$ cat src/verilog/frt_pkg.sv
// package: types, field layout and constants of the fp round-to-integer unit
package frt_pkg;
   // architecture revision that first carries round-to-integral-value
   localparam int FRT_MIN_REV = 6;
   // floating-point layouts
   localparam int FRT_D_FRAC = 52;
   localparam int FRT_S_FRAC = 23;
   localparam logic [12:0] FRT_D_BIAS = 13'h03ff;
   localparam logic [12:0] FRT_S_BIAS = 13'h007f;
   localparam int FRT_SIG_W = 53;
   localparam int FRT_MAG_W = 65;
   localparam int FRT_MAX_EXP = 63;
   // fixed-point limits of the two targets
   localparam logic [63:0] FRT_L_POS_MAX = 64'h7fff_ffff_ffff_ffff;
   localparam logic [63:0] FRT_L_NEG_MIN = 64'h8000_0000_0000_0000;
   localparam logic [63:0] FRT_W_POS_MAX = 64'h0000_0000_7fff_ffff;
   localparam logic [63:0] FRT_W_NEG_MIN = 64'h0000_0000_8000_0000;
   // register map
   localparam logic [3:0] FRT_ADDR_CSR = 4'h0;
   localparam logic [3:0] FRT_ADDR_CAUSE = 4'h4;
   localparam int FRT_CSR_RM_LO = 0;
   localparam int FRT_CSR_RM_HI = 1;
   localparam int FRT_CSR_FLAG_INEXACT = 2;
   localparam int FRT_CSR_FLAG_INVALID = 3;
   localparam int FRT_CSR_EN_INVALID = 4;
   localparam int FRT_CSR_NAN_DFLT = 5;
   localparam logic FRT_NAN_DFLT_RST = 1'b1;

   typedef enum logic [1:0] {FRT_OP_INTG, FRT_OP_RND_L, FRT_OP_RND_W, FRT_OP_RSVD} frt_op_t;
   typedef enum logic [1:0] {FRT_TAG_S, FRT_TAG_D, FRT_TAG_W, FRT_TAG_L} frt_tag_t;
   typedef enum logic [1:0] {FRT_RM_NEAR, FRT_RM_ZERO, FRT_RM_PINF, FRT_RM_NINF} frt_rm_t;

   typedef struct packed {
      frt_op_t op;
      frt_tag_t fmt;
      logic [4:0] dst;
      logic [63:0] src;
   } frt_req_t;

   typedef struct packed {
      logic we;
      frt_tag_t fmt;
      logic [4:0] dst;
      logic [63:0] data;
   } frt_res_t;

   typedef struct packed {
      logic cop_unusable;
      logic reserved_instr;
      logic invalid_trap;
   } frt_exc_t;
endpackage : frt_pkg

$ cat src/verilog/frt_round_core.sv
// integer part, rounding decision and inexact detection for an unpacked value
`timescale 1ns/1ps
`default_nettype none
module frt_round_core (
   // unpacked operand
   input wire logic sign,
   input wire logic signed [12:0] exp_unb,
   input wire logic [frt_pkg::FRT_SIG_W-1:0] sig,
   // rounding direction
   input wire frt_pkg::frt_rm_t rm,
   // results
   output logic [frt_pkg::FRT_MAG_W-1:0] mag,
   output logic round_up,
   output logic inexact,
   output logic huge
);
   localparam int W2 = 2 * frt_pkg::FRT_SIG_W;
   localparam logic signed [12:0] FRAC_TOP = 13'sd52;
   localparam logic signed [12:0] EXP_TOP = 13'sd63;
   localparam logic signed [12:0] SH_MAX = 13'sd105;

   logic [W2-1:0] wide;
   logic [frt_pkg::FRT_SIG_W-1:0] int_part;
   logic guard;
   logic sticky;
   logic signed [12:0] sh;

   // split the significand at the binary point; shifts are bounded so no bit is lost silently
   always_comb begin
      wide = '0;
      int_part = '0;
      guard = 1'b0;
      sticky = 1'b0;
      huge = 1'b0;
      sh = FRAC_TOP - exp_unb;
      mag = '0;
      if (exp_unb > EXP_TOP) begin
         huge = 1'b1;
      end else if (exp_unb > FRAC_TOP) begin
         mag = {12'h000, sig} << 7'(exp_unb - FRAC_TOP);
      end else if (sh > SH_MAX) begin
         sticky = |sig;
      end else begin
         wide = {sig, 53'h0} >> 7'(sh);
         int_part = wide[W2-1:frt_pkg::FRT_SIG_W];
         guard = wide[frt_pkg::FRT_SIG_W-1];
         sticky = |wide[frt_pkg::FRT_SIG_W-2:0];
      end
      // direction of rounding from the selected mode
      case (rm)
         frt_pkg::FRT_RM_NEAR: round_up = guard & (sticky | int_part[0]);
         frt_pkg::FRT_RM_ZERO: round_up = 1'b0;
         frt_pkg::FRT_RM_PINF: round_up = ~sign & (guard | sticky);
         frt_pkg::FRT_RM_NINF: round_up = sign & (guard | sticky);
         default: round_up = 1'b0;
      endcase
      inexact = guard | sticky;
      if (!huge && exp_unb <= FRAC_TOP) begin
         mag = {12'h000, int_part} + {64'h0, round_up};
      end
   end
endmodule : frt_round_core
`default_nettype wire

$ cat src/verilog/frt_unit.sv
// fp round-to-integral, round-to-long and round-to-word execution unit
//
// Decided for this implementation: the strobed register port and the register offsets.
`timescale 1ns/1ps
`default_nettype none
module frt_unit #(
   parameter int ARCH_REV = 6,
   parameter bit SINGLE_IMPL = 1'b1,
   parameter bit DOUBLE_IMPL = 1'b1
) (
   // clock and reset
   input wire logic mclk,
   input wire logic nrst,
   // instruction issue from the pipeline
   input wire logic req_valid,
   input wire frt_pkg::frt_req_t req,
   input wire logic cop1_enable,
   // result toward the fp register file
   output logic res_valid,
   output frt_pkg::frt_res_t res,
   output frt_pkg::frt_exc_t exc,
   // register port
   input wire logic [3:0] reg_addr,
   input wire logic [31:0] reg_wdata,
   input wire logic reg_wr,
   input wire logic reg_rd,
   output logic [31:0] reg_rdata
);
   // control register state
   frt_pkg::frt_rm_t rm_reg, rm_next;
   logic flag_inexact_reg, flag_inexact_next;
   logic flag_invalid_reg, flag_invalid_next;
   logic en_invalid_reg, en_invalid_next;
   logic nan_dflt_reg, nan_dflt_next;
   logic [1:0] cause_reg, cause_next;
   logic [31:0] rdata_reg, rdata_next;
   // result state
   logic res_valid_reg, res_valid_next;
   frt_pkg::frt_res_t res_reg, res_next;
   frt_pkg::frt_exc_t exc_reg, exc_next;

   // unpacked operand
   logic is_d;
   logic sign;
   logic [10:0] expf;
   logic [51:0] frac;
   logic exp_ones;
   logic is_nan;
   logic is_inf;
   logic is_snan;
   logic [12:0] bias;
   logic signed [12:0] exp_unb;
   logic [frt_pkg::FRT_SIG_W-1:0] sig;
   frt_pkg::frt_rm_t rm_use;
   logic [frt_pkg::FRT_MAG_W-1:0] mag;
   logic round_up;
   logic core_inexact;
   logic huge;

   // fraction width of a source format, used by mask and quiet-bit logic
   function automatic logic [5:0] frac_bits(input logic dbl);
      frac_bits = dbl ? 6'(frt_pkg::FRT_D_FRAC) : 6'(frt_pkg::FRT_S_FRAC);
   endfunction : frac_bits

   // split single or double into sign, unbiased exponent and significand
   always_comb begin
      // single operands sit in the low word; the upper word is ignored
      is_d = (req.fmt == frt_pkg::FRT_TAG_D);
      sign = is_d ? req.src[63] : req.src[31];
      expf = is_d ? req.src[62:52] : {3'h0, req.src[30:23]};
      frac = is_d ? req.src[51:0] : {req.src[22:0], 29'h0};
      exp_ones = is_d ? (&req.src[62:52]) : (&req.src[30:23]);
      // all-ones exponent: infinity with a zero fraction, NaN otherwise
      is_nan = exp_ones & (|frac);
      is_inf = exp_ones & ~(|frac);
      // legacy mode marks signalling NaNs with the top fraction bit set
      is_snan = is_nan & (nan_dflt_reg ? ~frac[51] : frac[51]);
      bias = is_d ? frt_pkg::FRT_D_BIAS : frt_pkg::FRT_S_BIAS;
      // subnormals use the minimum exponent with no hidden bit
      exp_unb = (expf == 11'h000) ? signed'(13'h0001 - bias) : signed'({2'h0, expf} - bias);
      // hidden bit restored for every nonzero exponent field, infinities and NaNs included
      sig = {(expf != 11'h000), frac};
      // conversions ignore the control field and always round to nearest-even
      rm_use = (req.op == frt_pkg::FRT_OP_INTG) ? rm_reg : frt_pkg::FRT_RM_NEAR;
   end

   // one shared rounding core serves all three operations
   frt_round_core u_core (
      .sign(sign),
      .exp_unb(exp_unb),
      .sig(sig),
      .rm(rm_use),
      .mag(mag),
      .round_up(round_up),
      .inexact(core_inexact),
      .huge(huge)
   );

   // datapath results for each operation
   logic [63:0] src_n;
   logic [5:0] fb;
   logic [63:0] mask;
   logic [63:0] one_val;
   logic [63:0] sign_bit;
   logic [63:0] quiet_nan;
   logic [63:0] rint_val;
   logic [frt_pkg::FRT_MAG_W-1:0] lim;
   logic is_long;
   logic oor;
   logic cvt_invalid;
   logic [63:0] cvt_val;
   logic [63:0] pos_max;
   logic [63:0] neg_min;
   logic [63:0] cvt_default;
   logic [63:0] neg_mag;

   always_comb begin
      src_n = is_d ? req.src : {32'h0, req.src[31:0]};
      fb = frac_bits(is_d);
      // sign and one sit at the positions of the source format
      sign_bit = is_d ? 64'h8000_0000_0000_0000 : 64'h0000_0000_8000_0000;
      one_val = {51'h0, bias} << fb;
      mask = '0;
      // quieting keeps the payload nonzero in either NaN convention
      quiet_nan = src_n;
      if (nan_dflt_reg) begin
         quiet_nan[fb - 6'h01] = 1'b1;
      end else begin
         quiet_nan[fb - 6'h01] = 1'b0;
         quiet_nan[fb - 6'h02] = 1'b1;
      end
      // round to integral by clearing fraction bits; a carry walks into the exponent
      if (exp_ones) begin
         rint_val = is_nan ? quiet_nan : src_n;
      end else if (exp_unb >= signed'({7'h00, fb})) begin
         rint_val = src_n;
      end else if (exp_unb < 13'sd0) begin
         rint_val = (src_n & sign_bit) | (round_up ? one_val : 64'h0);
      end else begin
         mask = (64'h1 << 6'(13'(fb) - exp_unb)) - 64'h1;
         rint_val = (src_n & ~mask) + (round_up ? mask + 64'h1 : 64'h0);
      end
      // range check of the rounded integer against the signed target
      is_long = (req.op == frt_pkg::FRT_OP_RND_L);
      pos_max = is_long ? frt_pkg::FRT_L_POS_MAX : frt_pkg::FRT_W_POS_MAX;
      neg_min = is_long ? frt_pkg::FRT_L_NEG_MIN : frt_pkg::FRT_W_NEG_MIN;
      // a negative result may reach one step further than a positive one
      lim = {1'b0, sign ? neg_min : pos_max};
      oor = huge | (mag > lim);
      cvt_invalid = is_nan | is_inf | oor;
      // two's complement of the magnitude; a word result keeps the low half only
      neg_mag = 64'h0 - mag[63:0];
      cvt_val = sign ? neg_mag : mag[63:0];
      if (!is_long) begin
         cvt_val = {32'h0, cvt_val[31:0]};
      end
      // default results when the invalid trap is off
      if (!nan_dflt_reg) begin
         cvt_default = pos_max;
      end else if (is_nan) begin
         cvt_default = 64'h0;
      end else if (sign) begin
         cvt_default = neg_min;
      end else begin
         cvt_default = pos_max;
      end
   end

   // decode, exceptions, flags and result registers
   logic cop_unusable;
   logic rsvd;
   logic is_intg;
   logic invalid;
   logic trap;
   logic inexact;
   logic issue_ok;

   always_comb begin
      is_intg = (req.op == frt_pkg::FRT_OP_INTG);
      // priority: unusable first, then reserved, then invalid
      cop_unusable = req_valid & ~cop1_enable;
      rsvd = req_valid & cop1_enable & ((req.op == frt_pkg::FRT_OP_RSVD)
         | (req.fmt == frt_pkg::FRT_TAG_W) | (req.fmt == frt_pkg::FRT_TAG_L)
         | ((req.fmt == frt_pkg::FRT_TAG_S) & ~SINGLE_IMPL)
         | ((req.fmt == frt_pkg::FRT_TAG_D) & ~DOUBLE_IMPL)
         | (is_intg & (ARCH_REV < frt_pkg::FRT_MIN_REV)));
      issue_ok = req_valid & cop1_enable & ~rsvd;
      // only signalling NaNs make round-to-integral invalid; it never overflows
      invalid = issue_ok & (is_intg ? is_snan : cvt_invalid);
      // an enabled trap suppresses the write and reports at once
      trap = invalid & en_invalid_reg;
      inexact = issue_ok & ~invalid & core_inexact & ~exp_ones;

      // every issue slot answers one cycle later, even when refused
      res_valid_next = req_valid;
      exc_next.cop_unusable = cop_unusable;
      exc_next.reserved_instr = rsvd;
      exc_next.invalid_trap = trap;
      // data and format of a refused instruction keep their last values; dst and we still update
      res_next = res_reg;
      res_next.we = issue_ok & ~trap;
      res_next.dst = req.dst;
      // conversions retag the destination as fixed point
      if (issue_ok) begin
         if (is_intg) begin
            res_next.fmt = req.fmt;
            res_next.data = rint_val;
         end else begin
            res_next.fmt = is_long ? frt_pkg::FRT_TAG_L : frt_pkg::FRT_TAG_W;
            res_next.data = invalid ? cvt_default : cvt_val;
         end
      end

      // software writes the control word; a hardware set in the same cycle wins
      rm_next = rm_reg;
      en_invalid_next = en_invalid_reg;
      nan_dflt_next = nan_dflt_reg;
      flag_inexact_next = flag_inexact_reg;
      flag_invalid_next = flag_invalid_reg;
      if (reg_wr && reg_addr == frt_pkg::FRT_ADDR_CSR) begin
         rm_next = frt_pkg::frt_rm_t'(reg_wdata[frt_pkg::FRT_CSR_RM_HI:frt_pkg::FRT_CSR_RM_LO]);
         en_invalid_next = reg_wdata[frt_pkg::FRT_CSR_EN_INVALID];
         nan_dflt_next = reg_wdata[frt_pkg::FRT_CSR_NAN_DFLT];
         flag_inexact_next = reg_wdata[frt_pkg::FRT_CSR_FLAG_INEXACT];
         flag_invalid_next = reg_wdata[frt_pkg::FRT_CSR_FLAG_INVALID];
      end
      // hardware sets are ored in last so they beat a clearing write
      flag_invalid_next = flag_invalid_next | invalid;
      flag_inexact_next = flag_inexact_next | inexact;
      // cause holds the conditions of the last instruction that issued
      cause_next = issue_ok ? {invalid, inexact} : cause_reg;

      // read data stands only in the cycle after the strobe
      rdata_next = 32'h0;
      if (reg_rd) begin
         case (reg_addr)
            frt_pkg::FRT_ADDR_CSR: begin
               rdata_next[frt_pkg::FRT_CSR_RM_HI:frt_pkg::FRT_CSR_RM_LO] = rm_reg;
               rdata_next[frt_pkg::FRT_CSR_FLAG_INEXACT] = flag_inexact_reg;
               rdata_next[frt_pkg::FRT_CSR_FLAG_INVALID] = flag_invalid_reg;
               rdata_next[frt_pkg::FRT_CSR_EN_INVALID] = en_invalid_reg;
               rdata_next[frt_pkg::FRT_CSR_NAN_DFLT] = nan_dflt_reg;
            end
            frt_pkg::FRT_ADDR_CAUSE: rdata_next = {30'h0, cause_reg};
            default: rdata_next = 32'h0;
         endcase
      end
   end

   // registers; synchronous active-low reset
   always_ff @(posedge mclk) begin
      if (!nrst) begin
         rm_reg <= frt_pkg::FRT_RM_NEAR;
         flag_inexact_reg <= 1'b0;
         flag_invalid_reg <= 1'b0;
         en_invalid_reg <= 1'b0;
         nan_dflt_reg <= frt_pkg::FRT_NAN_DFLT_RST;
         cause_reg <= 2'h0;
         rdata_reg <= 32'h0;
         res_valid_reg <= 1'b0;
         res_reg <= '0;
         exc_reg <= '0;
      end else begin
         rm_reg <= rm_next;
         flag_inexact_reg <= flag_inexact_next;
         flag_invalid_reg <= flag_invalid_next;
         en_invalid_reg <= en_invalid_next;
         nan_dflt_reg <= nan_dflt_next;
         cause_reg <= cause_next;
         rdata_reg <= rdata_next;
         res_valid_reg <= res_valid_next;
         res_reg <= res_next;
         exc_reg <= exc_next;
      end
   end

   // outputs come straight from the flops, no logic behind them
   assign res_valid = res_valid_reg;
   assign res = res_reg;
   assign exc = exc_reg;
   assign reg_rdata = rdata_reg;
endmodule : frt_unit
`default_nettype wire

$ cat config.mk
export PLATFORM = sky130hd
export DESIGN_NAME = frt_unit
export DESIGN_NICKNAME = d
export VERILOG_FILES = /design/src/verilog/frt_pkg.sv /design/src/verilog/frt_round_core.sv /design/src/verilog/frt_unit.sv
export SDC_FILE = /design/constraint.sdc
export NUM_CORES = 1
export LEC_CHECK = 0
export BUFFER_PORTS_ARGS = -buffer_cell sky130_fd_sc_hd__buf_2
export CAP_MARGIN = 5
export CORE_MARGIN = 2
export CORE_UTILIZATION = 23
export CTS_CLUSTER_SIZE = 24
export DETAILED_ROUTE_END_ITERATION = 8
export PLACE_DENSITY = 0.48
export SLEW_MARGIN = 20
export SYNTH_ARGS = -nofsm -noshare
export SYNTH_HDL_FRONTEND = slang
export SYNTH_SLANG_ARGS = --single-unit
$ cat constraint.sdc
create_clock -name mclk -period 25.5 [get_ports mclk]
set_input_delay 5.1 -clock mclk [delete_from_list [all_inputs] [get_ports mclk]]
set_output_delay 5.1 -clock mclk [all_outputs]
set_load 0.1 [all_outputs]
**Word level (Yosys, flattened, before mapping)**

Index checks and enable logic that the tools add are counted.

- Bits in registers: 116
- Input port bits: 115

- Add/sub/neg operators: 12
- Magnitude comparators: 11
- Equal/unequal tests: 9
- Shift operators: 4
- Muxes and demuxes: 51
- Bitwise gates (word level): 41
- Reductions and logical operators: 16

Operator list:

| cell | number |
|---|---|
| $mux W64 | 17 |
| $mux W65 | 3 |
| $and A64 B64 Y64 | 3 |
| $or A64 B64 Y64 | 3 |
| $mux W53 | 3 |
| $not A64 Y64 | 2 |
| $shr A106 B7 Y106 | 1 |
| $reduce_or A52 Y1 | 2 |
| $gt A65 B64 Y1 | 1 |
| $shl A53 B7 Y65 | 1 |
| $add A64 B1 Y64 const B | 1 |
| $add A64 B64 Y64 | 1 |
| $shl A1 B6 Y64 const A | 1 |
| $shl A10 B6 Y64 | 1 |
| $sub A1 B64 Y64 const A | 1 |
| $sub A64 B1 Y64 const B | 1 |
| $mux W63 | 1 |
| $add A53 B1 Y54 | 1 |
| $reduce_or A53 Y1 | 1 |
| $mux W52 | 1 |
| $gt A13 B7 Y1 const B | 2 |
| $and A1 B1 Y1 | 16 |
| $mux W1 | 16 |
| $lt A6 B7 Y1 const B | 2 |
| other kinds (34) | 62 |

**Longest topological paths before layout**

- Word-level depth: 25
- Depth in mapped cells: 73

**Hierarchy**

A second synthesis with hierarchy kept.

- Cell total of the unflattened synthesis: 4,028
- Area, all modules: 27,765.4 µm²

Modules (own cells, without submodules):

| module | instances | cells an instance | area an instance (µm²) | seq. area each (µm²) |
|---|---|---|---|---|
| frt_unit | 1 | 2,493 | 16,956.3 | 1,801.7 |
| frt_round_core | 1 | 1,535 | 10,809.1 | 0.0 |

**Least setup slack after synthesis**

No wires, ideal clock.

- Path type: in2reg
- From: input port req[69] (netlist bit)
- To: register res_reg (netlist bit res[57])
- Library setup time: 77 ps
- Arrival time: 19,522 ps
- Path slack: 5,901 ps
- Stages: 69
- Path buffers: 23
- Cells stage by stage: nor2b_2 > buf_6 > buf_6 > buf_6 > buf_4 > buf_4 > buf_2 > buf_2 > clkbuf_1 > buf_1 > clkbuf_1 > clkbuf_1 > buf_1 > nand2_1 > nand2_1 > inv_1 > ha_1 > nor4b_1 > [... 33 more ...] > a21o_1 > a21o_1 > a21oi_1 > nor2b_1 > o21ai_0 > nand2b_1 > a21oi_1 > o31ai_1 > a221oi_1 > o211ai_1 > a31oi_1 > o211ai_1 > a221oi_1 > nor2_1 > nor3_1 > nand2_1 > clkbuf_1 > o22ai_1

- Cells in the longest elaborated chain, start to end: 22
- Elaborated cells between the ends (all ways): 109

RTL lines:

| element | line | text |
|---|---|---|
| start: declaration | frt_unit.sv:16 | `input wire frt_pkg::frt_req_t req,` |
| $eq A2 B1 Y1 | n/a |  |
| $mux W11 | frt_unit.sv:70 | `expf = is_d ? req.src[62:52] : {3'h0, req.src[30:23]};` |
| $sub A11 B10 Y12 / $logic_not A11 Y1 (equally long branches) | frt_unit.sv:80 | `exp_unb = (expf == 11'h000) ? signed'(13'h0001 - bias) : signed'({2'h0, expf} - bias);` |
| $mux W13 | frt_unit.sv:80 |  |
| $sub A7 B13 Y13 | frt_round_core.sv:35 | `sh = FRAC_TOP - exp_unb;` |
| $shr A106 B7 Y106 | frt_round_core.sv:44 | `wide = {sig, 53'h0} >> 7'(sh);` |
| $reduce_or A52 Y1 | frt_round_core.sv:47 | `sticky = \|wide[frt_pkg::FRT_SIG_W-2:0];` |
| $mux W1 | frt_round_core.sv:41 | `end else if (sh > SH_MAX) begin` |
| [... 6 more ...] | n/a |  |
| $mux W65 | frt_round_core.sv:58 | `if (!huge && exp_unb <= FRAC_TOP) begin` |
| $gt A65 B64 Y1 | frt_unit.sv:149 | `oor = huge \| (mag > lim);` |
| $or A1 B1 Y1 | frt_unit.sv:149 |  |
| $or A1 B1 Y1 | frt_unit.sv:150 | `cvt_invalid = is_nan \| is_inf \| oor;` |
| $mux W1 | frt_unit.sv:189 | `invalid = issue_ok & (is_intg ? is_snan : cvt_invalid);` |
| $and A1 B1 Y1 | frt_unit.sv:189 |  |
| $mux W64 | frt_unit.sv:210 | `res_next.data = invalid ? cvt_default : cvt_val;` |
| $mux W64 | frt_unit.sv:205 | `if (is_intg) begin` |
| end signal: assignment | frt_unit.sv:272 | `res_reg <= res_next;` |
| end: declaration | frt_unit.sv:39 | `frt_pkg::frt_res_t res_reg, res_next;` |

Several ways; a longest one is shown, not always the timed one.
A chain may end at the register's enable or synchronous reset.

**Worst setup path in the final report**

- From: input port req[69] (netlist bit)
- To: register res_reg (netlist bit res[46])

The elaborated chain is that of the path after synthesis.

==> impl_metrics.env <==
export IMPL_place_hpwl_um=131000
export IMPL_crit_path_start="req[69]"
export IMPL_path_class="input pin to flip-flop"
export IMPL_finalPower_mw=1.57
export IMPL_cts_sinks=90
export IMPL_cp_end_kind="flip-flop"
export IMPL_fillers=13200
export IMPL_root_buffer="clkbuf_16"
export IMPL_multi_input_area_um2=23600
export IMPL_die_w_um=347
export IMPL_min_delay_path_class="flip-flop to flip-flop"
export IMPL_setup_tns_ns=0
export IMPL_holdPathStages=2
export IMPL_ff2ff_path_depth=32
export IMPL_timing_fmax_mhz=47.6
export IMPL_dieArea_um2=120000
export IMPL_drv_slew=0
export IMPL_synthCells=4079
export IMPL_cts_setup_buffers=0
export IMPL_arrival_ns=21.29
export IMPL_seq_area_frac_synth_pct=6.68
export IMPL_htreeDepth=3
export IMPL_drtAntennaViolNets=0
export IMPL_seqCellArea_um2=1800
export IMPL_yosys_warnings=0
export IMPL_viasPerCell=6.17
export IMPL_r2r_slack_ns=16.71
export IMPL_clkTransAtPathRegs_ns=0.08
export IMPL_slew_limit_headroom_pct=15.3
export IMPL_leakagePower_nw=11.8
export IMPL_start_kind="input pin"
export IMPL_slowest_stage="o22ai_1"
export IMPL_grt_pass1_wl_um=234000
export IMPL_fp_dieH_um=347
export IMPL_dr_pass1_iters=6
export IMPL_fin_nets=4326
export IMPL_cpMostUsedCell="ha_1"
export IMPL_pin_count=223
export IMPL_syn_to_final_growth_pct=10.1
export IMPL_grt_pass1_vias=32000
export IMPL_cp_num_buf_inv=7
export IMPL_core_rowCount=125
export IMPL_gr_total_overflow=0
export IMPL_fin_crit_sh_pct=82.5
export IMPL_ys_flop_type="dfxtp_1"
export IMPL_gp_congestion=1.02
export IMPL_post_route_min_period_ns=21.03
export IMPL_synth_edf_count=0
export IMPL_drc=0
export IMPL_drt_iter0_drc=5031
export IMPL_vias=34500
export IMPL_reg2reg_from="rm_reg[1]$_SDFFE_PN0P_"
export IMPL_routed_wl_um=166000
export IMPL_cp_required_ns=25.77
export IMPL_ctsResizeCount=0
export IMPL_finalSetupViolations=0
export IMPL_cts_tree="built"
export IMPL_grt_usage_pct=26.3
export IMPL_place_area_um2=29400
export IMPL_cp_num_cells=52
export IMPL_insertion_delay_ns=0.37
export IMPL_crit_family="compound AO/OA/AOI/OAI gates"
export IMPL_layout_drive_gt1_share_pct=12.1
export IMPL_cts_hold_buf=0
export IMPL_antenna_found_initial=6
export IMPL_slowest_delay_ns=0.80
export IMPL_port_buffers=170
export IMPL_path_max_fanout=56
export IMPL_synth_seq_cells=90
export IMPL_finalClockSkew_ns=0.0191
export IMPL_status="complete, no violations"
export IMPL_start_util_pct=23.2
export IMPL_rsz0062_at_grt="false"
export IMPL_cp_endpoint="res[46]$_SDFFE_PN0P_"
export IMPL_avgSynthCellArea_um2=6.62
export IMPL_yosysUniqueCellTypes=115
export IMPL_largest_reg_flops=72
export IMPL_grt_max_degree=147
export IMPL_stdcell_area_um2=29700
export IMPL_ir_worst_vdd_v=0.0000299
export IMPL_cts_max_path_buffers=2
export IMPL_synthesis_area_um2=27000
export IMPL_hold_viol_final=0
export IMPL_drv_cap=0
export IMPL_numCtsBuffers=9
export IMPL_worst_pin_slew_ns=1.26
export IMPL_ys_async_sr_fraction_pct=0
export IMPL_post_drt_wl_per_cell_um=29.7
export IMPL_core_area_um2=116000
export IMPL_crit_reg2reg_capture="res[46]$_SDFFE_PN0P_"
export IMPL_power_density_nw_per_um2=52.9
per-stage QoR:
stage / util, % / hold slack [ns] / instances / setup slack (ns)
after global placement: 25.3 / 0.438 / 5576 / 4.63
after detailed placement: 25.3 / 0.439 / 5577 / 4.61
after floorplan: - / 0.430 / 4104 / 5.90
final: 25.6 / 0.450 / 5597 / 4.47
after CTS: 25.5 / 0.452 / 5593 / 4.92
after global routing: 25.6 / 0.465 / 5593 / 3.78
area by class of cell:
class	instances	area share, %
Clock inverter	7	0.232
Timing Repair Buffer	289	5.92
Sequential cell	90	6.07
Inverter	89	1.14
Antenna cell	4	0.0337
Multi-Input combinational cell	3585	79.4
Tap cell	1524	6.42
Clock buffer	9	0.758
worst reg2reg max path, delay by kind of cell (launching register included):
family | cells | cell delay, ns
xor gates and xnor gates | 1 | 0.19
adders and majority gates | 3 | 0.89
AOI/OAI and AO/OA | 20 | 4.98
and+or+nand+nor | 7 | 2.06
DFF | 1 | 0.47
buffers and inverters | 1 | 0.11
cell usage in the layout (no fill, tap or decap), drive strengths merged, types with 26 or more instances in the layout:
cell,synthesis,routed
nand2,434,434
a21oi,379,379
nor2,375,375
o21ai,300,300
buf,124,288
mux2i,238,238
nand3,151,151
nor3,151,151
ha,145,145
xnor2,106,106
dfxtp,90,90
inv,87,90
nand4,86,86
a31oi,72,72
a211oi,66,66
xor2,64,64
a21o,63,63
and2,55,55
nor4,54,54
and3,48,48
o211ai,45,45
mux2,45,45
o22ai,43,43
nor2b,42,42
nand2b,38,38
a221oi,36,36
o31ai,35,35
or3,35,35
or2,30,30
a22oi,28,28
conb,1,26
cells by family (layout without fill, tap and decap cells):
kind of cell,count (synthesis),after routing,synth area share (%)
buffers and inverters,429,394,6.99
multiplexers,297,297,11.9
flip-flops,90,90,6.68
AO/OA/AOI/OAI,1351,1351,32.7
XOR/XNOR,170,170,5.52
adder cells (fa/ha/maj),148,148,6.91
AND/OR/NAND/NOR,1593,1593,29.3
other,1,30,0.0139
synthesized netlist by cell type, types with 63 or more instances:
cell | number | area share (%)
clkbuf_1 | 215 | 3.0
a21o_1 | 63 | 1.8
inv_1 | 83 | 1.2
a21oi_1 | 376 | 7.0
ha_1 | 145 | 6.7
mux2i_1 | 237 | 8.8
nand2_1 | 433 | 6.0
nand3_1 | 150 | 2.8
xor2_1 | 64 | 2.1
dfxtp_1 | 90 | 6.7
nand4_1 | 86 | 2.0
a31oi_1 | 72 | 1.7
xnor2_1 | 106 | 3.4
nor3_1 | 145 | 2.7
a211oi_1 | 64 | 1.8
nor2_1 | 374 | 5.2
o21ai_0 | 288 | 5.3
power breakdown:
group          switching, mW  internal (mW)
clock network         0.0702         0.0687
logic                  0.911          0.371
registers            0.00350          0.145
total                  0.985          0.585
routing by layer:
layer / wire length [um] / part of all wire [%] / GRT usage [%] / up-vias
li1: - / - / - / 15300
met1: 66100 / 40 / 33.7 / 16600
met2: 69400 / 42 / 39.2 / 2204
met3: 16700 / 10 / 5.31 / 442
met4: 14000 / 8.4 / 18.7 / 2
met5: 15 / 0.0090 / 0 / -
how the worst min path moves through the flow:
stage | from | end | slack (ns)
global placement | flag_inexact_reg$_SDFF_PN0_ | reg_rdata[2]$_SDFF_PN0_ | 0.44
CTS | res[4]$_SDFFE_PN0P_ | res[4]$_SDFFE_PN0P_ | 0.45
floorplan | flag_inexact_reg$_SDFF_PN0_ | reg_rdata[2]$_SDFF_PN0_ | 0.43
detailed placement | flag_invalid_reg$_SDFF_PN0_ | reg_rdata[3]$_SDFF_PN0_ | 0.44
global route | res[14]$_SDFFE_PN0P_ | res[14]$_SDFFE_PN0P_ | 0.47
finish | res[4]$_SDFFE_PN0P_ | res[4]$_SDFFE_PN0P_ | 0.45
(Power assumes the default switching activity.)
